`src/hdl/gate_current_pkg.sv`:
```
package gate_current_pkg;

  localparam int unsigned ADDR_WIDTH = 6;
  localparam int unsigned DATA_WIDTH = 8;
  localparam int unsigned CODE_WIDTH = 4;

  localparam logic [5:0] BRIDGE7_GATE_CURRENT_CTRL_ADDR = 6'h15;
  localparam logic [5:0] BRIDGE8_GATE_CURRENT_CTRL_ADDR = 6'h16;

  localparam logic [7:0] GATE_CURRENT_CTRL_RESET = 8'hFF;

  localparam int unsigned SOURCE_CODE_LSB = 4;
  localparam int unsigned SINK_CODE_LSB   = 0;

  localparam logic [3:0] CODE_MIN = 4'h0;
  localparam logic [3:0] CODE_MAX = 4'hF;

  typedef enum logic
  {
    TABLE_STANDARD,
    TABLE_LOW_CURRENT
  } current_table_e;

endpackage : gate_current_pkg

```
`src/hdl/gate_current_config_bank.sv`:
```
`timescale 1ns/10ps
module gate_current_config_bank
  import gate_current_pkg::*;
(
  input  wire logic                    sys_clk_i,
  input  wire logic                    rst_n_i,
  input  wire logic                    reg_wr_en_i,
  input  wire logic                    reg_rd_en_i,
  input  wire logic [5:0]              reg_addr_i,
  input  wire logic [7:0]              reg_wr_data_i,
  input  wire logic                    bridge7_low_current_enable_i,
  input  wire logic                    bridge8_low_current_enable_i,
  output logic      [7:0]              reg_rd_data_o,
  output logic                         reg_hit_o,
  output logic      [3:0]              bridge7_source_current_code_o,
  output logic      [3:0]              bridge7_sink_current_code_o,
  output gate_current_pkg::current_table_e bridge7_current_table_o,
  output logic      [3:0]              bridge8_source_current_code_o,
  output logic      [3:0]              bridge8_sink_current_code_o,
  output gate_current_pkg::current_table_e bridge8_current_table_o
);
  import gate_current_pkg::*;

  logic [7:0] bridge7_gate_current_ctrl_reg;
  logic [7:0] bridge7_gate_current_ctrl_next;
  logic [7:0] bridge8_gate_current_ctrl_reg;
  logic [7:0] bridge8_gate_current_ctrl_next;
  logic [7:0] rd_data_reg;
  logic [7:0] rd_data_next;
  logic       hit_reg;
  logic       hit_next;

  function automatic logic is_bank_addr(input logic [5:0] addr);
    is_bank_addr = (addr == BRIDGE7_GATE_CURRENT_CTRL_ADDR) || (addr == BRIDGE8_GATE_CURRENT_CTRL_ADDR);
  endfunction : is_bank_addr

  always_comb
  begin
    bridge7_gate_current_ctrl_next = bridge7_gate_current_ctrl_reg;
    bridge8_gate_current_ctrl_next = bridge8_gate_current_ctrl_reg;
    if (reg_wr_en_i && (reg_addr_i == BRIDGE7_GATE_CURRENT_CTRL_ADDR))
    begin
      bridge7_gate_current_ctrl_next = reg_wr_data_i;
    end
    if (reg_wr_en_i && (reg_addr_i == BRIDGE8_GATE_CURRENT_CTRL_ADDR))
    begin
      bridge8_gate_current_ctrl_next = reg_wr_data_i;
    end
  end

  // read data is registered; other addresses belong to other banks and read zero
  always_comb
  begin
    rd_data_next = 8'h00;
    hit_next     = 1'b0;
    if (reg_rd_en_i || reg_wr_en_i)
    begin
      hit_next = is_bank_addr(reg_addr_i);
    end
    if (reg_rd_en_i)
    begin
      case (reg_addr_i)
        BRIDGE7_GATE_CURRENT_CTRL_ADDR: rd_data_next = bridge7_gate_current_ctrl_reg;
        BRIDGE8_GATE_CURRENT_CTRL_ADDR: rd_data_next = bridge8_gate_current_ctrl_reg;
        default:                        rd_data_next = 8'h00;
      endcase
    end
  end

  always_ff @(posedge sys_clk_i)
  begin
    if (!rst_n_i)
    begin
      bridge7_gate_current_ctrl_reg <= GATE_CURRENT_CTRL_RESET;
      bridge8_gate_current_ctrl_reg <= GATE_CURRENT_CTRL_RESET;
      rd_data_reg                   <= 8'h00;
      hit_reg                       <= 1'b0;
    end
    else
    begin
      bridge7_gate_current_ctrl_reg <= bridge7_gate_current_ctrl_next;
      bridge8_gate_current_ctrl_reg <= bridge8_gate_current_ctrl_next;
      rd_data_reg                   <= rd_data_next;
      hit_reg                       <= hit_next;
    end
  end

  assign reg_rd_data_o = rd_data_reg;
  assign reg_hit_o     = hit_reg;

  // index 0 is bridge 7, index 1 is bridge 8
  logic [7:0]     bridge_ctrl   [2];
  logic           bridge_low    [2];
  logic [3:0]     bridge_source [2];
  logic [3:0]     bridge_sink   [2];
  current_table_e bridge_table  [2];

  assign bridge_ctrl[0] = bridge7_gate_current_ctrl_reg;
  assign bridge_ctrl[1] = bridge8_gate_current_ctrl_reg;
  assign bridge_low[0]  = bridge7_low_current_enable_i;
  assign bridge_low[1]  = bridge8_low_current_enable_i;

  // the analog stage maps code and table to current: codes ascend in both tables
  // code outputs lag the register and table outputs lag the enable input by one cycle, so each comes from a flop
  generate
    for (genvar b = 0; b < 2; b++)
    begin : g_bridge
      bridge_current_select u_bridge_current_select
      (
        .sys_clk_i             (sys_clk_i),
        .rst_n_i               (rst_n_i),
        .ctrl_i                (bridge_ctrl[b]),
        .low_current_enable_i  (bridge_low[b]),
        .source_current_code_o (bridge_source[b]),
        .sink_current_code_o   (bridge_sink[b]),
        .current_table_o       (bridge_table[b])
      );
    end
  endgenerate

  assign bridge7_source_current_code_o = bridge_source[0];
  assign bridge7_sink_current_code_o   = bridge_sink[0];
  assign bridge7_current_table_o       = bridge_table[0];
  assign bridge8_source_current_code_o = bridge_source[1];
  assign bridge8_sink_current_code_o   = bridge_sink[1];
  assign bridge8_current_table_o       = bridge_table[1];

endmodule : gate_current_config_bank

```
`src/hdl/bridge_current_select.sv`:
```
`timescale 1ns/10ps
module bridge_current_select
  import gate_current_pkg::*;
(
  input  wire logic                 sys_clk_i,
  input  wire logic                 rst_n_i,
  input  wire logic [7:0]           ctrl_i,
  input  wire logic                 low_current_enable_i,
  output logic      [3:0]           source_current_code_o,
  output logic      [3:0]           sink_current_code_o,
  output current_table_e            current_table_o
);

  logic [3:0]     source_reg;
  logic [3:0]     source_next;
  logic [3:0]     sink_reg;
  logic [3:0]     sink_next;
  current_table_e table_reg;
  current_table_e table_next;

  always_comb
  begin
    source_next = ctrl_i[SOURCE_CODE_LSB +: CODE_WIDTH];
    sink_next   = ctrl_i[SINK_CODE_LSB +: CODE_WIDTH];
    // one bit picks the table for both codes of the bridge
    table_next  = low_current_enable_i ? TABLE_LOW_CURRENT : TABLE_STANDARD;
  end

  always_ff @(posedge sys_clk_i)
  begin
    if (!rst_n_i)
    begin
      source_reg <= CODE_MAX;
      sink_reg   <= CODE_MAX;
      table_reg  <= TABLE_STANDARD;
    end
    else
    begin
      source_reg <= source_next;
      sink_reg   <= sink_next;
      table_reg  <= table_next;
    end
  end

  assign source_current_code_o = source_reg;
  assign sink_current_code_o   = sink_reg;
  assign current_table_o       = table_reg;

endmodule : bridge_current_select

```
`config.mk`:
```
export PLATFORM = sky130hd
export DESIGN_NAME = gate_current_config_bank
export DESIGN_NICKNAME = d
export VERILOG_FILES = /design/src/hdl/gate_current_pkg.sv /design/src/hdl/gate_current_config_bank.sv /design/src/hdl/bridge_current_select.sv
export SDC_FILE = /design/constraint.sdc
export NUM_CORES = 1
export LEC_CHECK = 0
export BUFFER_PORTS_ARGS = -buffer_cell sky130_fd_sc_hd__buf_2
export CORE_MARGIN = 3
export CORE_UTILIZATION = 49
export DETAILED_ROUTE_END_ITERATION = 6
export PLACE_DENSITY = 0.77
export RECOVER_POWER = 25
export SYNTH_ARGS = -nofsm -noshare
export SYNTH_HDL_FRONTEND = slang
export SYNTH_SLANG_ARGS = --single-unit
```
`constraint.sdc`:
```
create_clock -name sys_clk_i -period 1.2 [get_ports sys_clk_i]
set_input_delay 0.06 -clock sys_clk_i [delete_from_list [all_inputs] [get_ports sys_clk_i]]
set_output_delay 0.06 -clock sys_clk_i [all_outputs]
set_load 0.005 [all_outputs]
```
==> reports/summary.txt <==
Clock power share: 27.8%
Longest Clk Path Bufs: 2
WL met2: 1420 um
DPL Wire Length: 1990 um
Net Switching: 493 uW
Critical-path cell list: or2b_1 -> a31oi_1 -> a21oi_1
Worst-margin pin slew: 337 ps
WP buf/inv: 0
Core ar.: 2810 sq um
Hold path cells: 2
Worst R2R End: bridge7_gate_current_ctrl_reg[5]$_SDFFE_PN1P_
Routed Antenna Nets: 0
Average size of a mapped cell: 10.7 sq um
DR vias: 1192
Pint: 1720 uW
Status: finished, final reports clean
Largest net degree at the start of global routing: 20
Sequential share of the synthesized area: 58.3%
Most common cell after layout, fill and taps aside: buf_2
Ys Warns: 0
CTS root buf: clkbuf_4
Crit path launch type: register
Total CTS buffers: 5
Synth Register Bits: 43
Worst hold slack: 29.6 ps
Reg power frac: 64.9%
Clock slew at reported path FFs: 110 ps
DIE WIDTH: 60.9 um
Final Slew Violations: 0
Final setup fails: 0
Worst path top cell family by delay: flip-flops
Area delta synth->final: 22.3%
Unrepaired setup endpoints after global routing: false
Distinct cell type count after synthesis: 20
Setup bufs post-CTS: 0
Syn_nets: 158
Die area: 3710 sq um
Total Wirelength: 2970 um
Required time of the critical path: 1430 ps
Drt pass-1 iters: 4
Hold Startpoint: rst_n_i
Top Ports: 47
Hold Fails Final Rpt: 0
P_leak: 0.000763 uW
Hold WC Path Type: in2reg
Final setup TNS: 0 ps
M1 WL: 1230 um
Reg2reg path depth: 3
Wire length per cell: 13.5 um
Die height: 60.9 um
Sink Count: 43
Worst rel slew slack: 77.5%
Max-Cap Viols: 0
Mapped Area: 1480 sq um
Slowest stage delay, CP: 330 ps
First-pass GRT wire length: 4700 um
Peak Freq: 1120 MHz
Worst setup EP type: register
Setup Skew: 5.81 ps
Std cell rows: 19
Worst path arrival time: 1130 ps
Via density: 5.42
Final worst-path cycle share: 74.2%
Global Route Usage Sum: 17.6%
VDD IR max: 0.974 mV
Comb power frac: 7.3%
Setup CP Type: reg2reg
Synth Instances: 138
Gpl congestion: 0.747
H-tree Lvls: 2
Diodes inserted: 0
TritonCTS clock tree: done
PD cells: 1230 nW/um^2
DRC Markers: 0
Initial Util: 52.7%
Worst-skew pair later-pin latency: 350 ps
FF-to-FF setup slack: 310 ps
Detail Route met3 WL: 224 um
Port bufs: 46
Most frequent cells in the layout: 46 x buf_2, 43 x dfxtp_1, 16 x a31oi_1
Number of global-route vias before repair: 1063
Share of layout cells above drive strength 1: 35.4%
Switching part of the total: 22.2%
Initial DRC count: 26
Slowest-stage cell, CP: dfxtp_1
Top layer in use: met4
Total gr overflow: 0
CP Max Fanout: 2
Worst R2R Start: bridge7_gate_current_ctrl_reg[5]$_SDFFE_PN1P_
# nets final: 210
Period minus WS final: 890 ps
Initial antenna violation count: 0
==> routing by layer <==
| layer | vias up | track usage (%) |
|---|---|---|
| met5 | - | 0 |
| li1 | 583 | - |
| met1 | 544 | 22.2 |
| met2 | 57 | 26.7 |
| met4 | 0 | 10.8 |
| met3 | 8 | 4.68 |
==> cell families (layout without fill, tap and decap cells) <==
kind of cell,count (synthesis),in the layout,share of synthesized area (%)
and+or+nand+nor,42,42,17.9
buffers and inverters,12,63,5.16
AOI/OAI and AO/OA,41,41,18.7
DFF,43,43,58.3
==> cells in the mapped netlist, drive strengths merged <==
master,count,area share [%]
and4bb,1,0.85
clkbuf,2,0.51
or2b,3,1.5
a22oi,8,4.1
buf,10,4.7
o22ai,1,0.42
nand2b,13,5.5
dfxtp,43,58
nand2,1,0.25
a31oi,16,6.8
nor2,9,2.3
and3,2,1.2
a21oi,16,7.5
nand3,1,0.68
nor2b,4,1.7
and2b,6,3.0
and2,2,0.85
==> area by class of cell <==
cell class	instances	area, sq um
Multi-Input combinational cell	83	541
Tap cell	31	38.8
Sequential cell	43	861
Fill cell	224	998
Timing Repair Buffer	57	325
Clock buffer	6	41.3
==> power groups by stage <==
stage	Clock (uW)	Combinational [uW]	Sequential, uW
after floorplan	0	87.1	1470
after global placement	0	143	1470
after detailed placement	0	147	1470
after CTS	629	160	1440
after global routing	673	178	1440
final	616	161	1440
==> repair_timing <==
action,in CTS,in global routing
endpoints found under the hold margin,5,0
hold buffers,5,0
gates resized for setup,0,0
==> worst max path at each step <==
stage,startpoint,slack [ps],cells after the start,endpoint
5_1_grt,bridge7_gate_current_ctrl_reg[5]$_SDFFE_PN1P_,280,3,bridge7_gate_current_ctrl_reg[5]$_SDFFE_PN1P_
4_1_cts,bridge7_gate_current_ctrl_reg[5]$_SDFFE_PN1P_,310,3,bridge7_gate_current_ctrl_reg[5]$_SDFFE_PN1P_
3_5_place_dp,reg_addr_i[3],100,4,bridge7_gate_current_ctrl_reg[4]$_SDFFE_PN1P_
6_report,bridge7_gate_current_ctrl_reg[5]$_SDFFE_PN1P_,310,3,bridge7_gate_current_ctrl_reg[5]$_SDFFE_PN1P_
2_1_floorplan,reg_addr_i[3],250,5,bridge8_gate_current_ctrl_reg[0]$_SDFFE_PN1P_
3_3_place_gp,reg_addr_i[3],140,4,bridge7_gate_current_ctrl_reg[3]$_SDFFE_PN1P_
==> metrics by stage <==
stage | area [sq um] | utilization, % | std cells | total power, uW | setup WS [ps]
2_1_floorplan | 1480 | - | 138 | 1560 | 254
3_3_place_gp | 1720 | 61.2 | 209 | 1610 | 141
3_5_place_dp | 1720 | 61.2 | 209 | 1620 | 103
4_1_cts | 1810 | 64.4 | 220 | 2230 | 310
5_1_grt | 1810 | 64.4 | 220 | 2290 | 283
6_report | 1810 | 64.4 | 220 | 2210 | 310
==> worst reg2reg max path: stages (launching register included) <==
cell and delay [ps]:
dfxtp_1 330, or2b_1 230, a31oi_1 160, a21oi_1 60
Note: power is estimated with default switching activity, not from simulation.
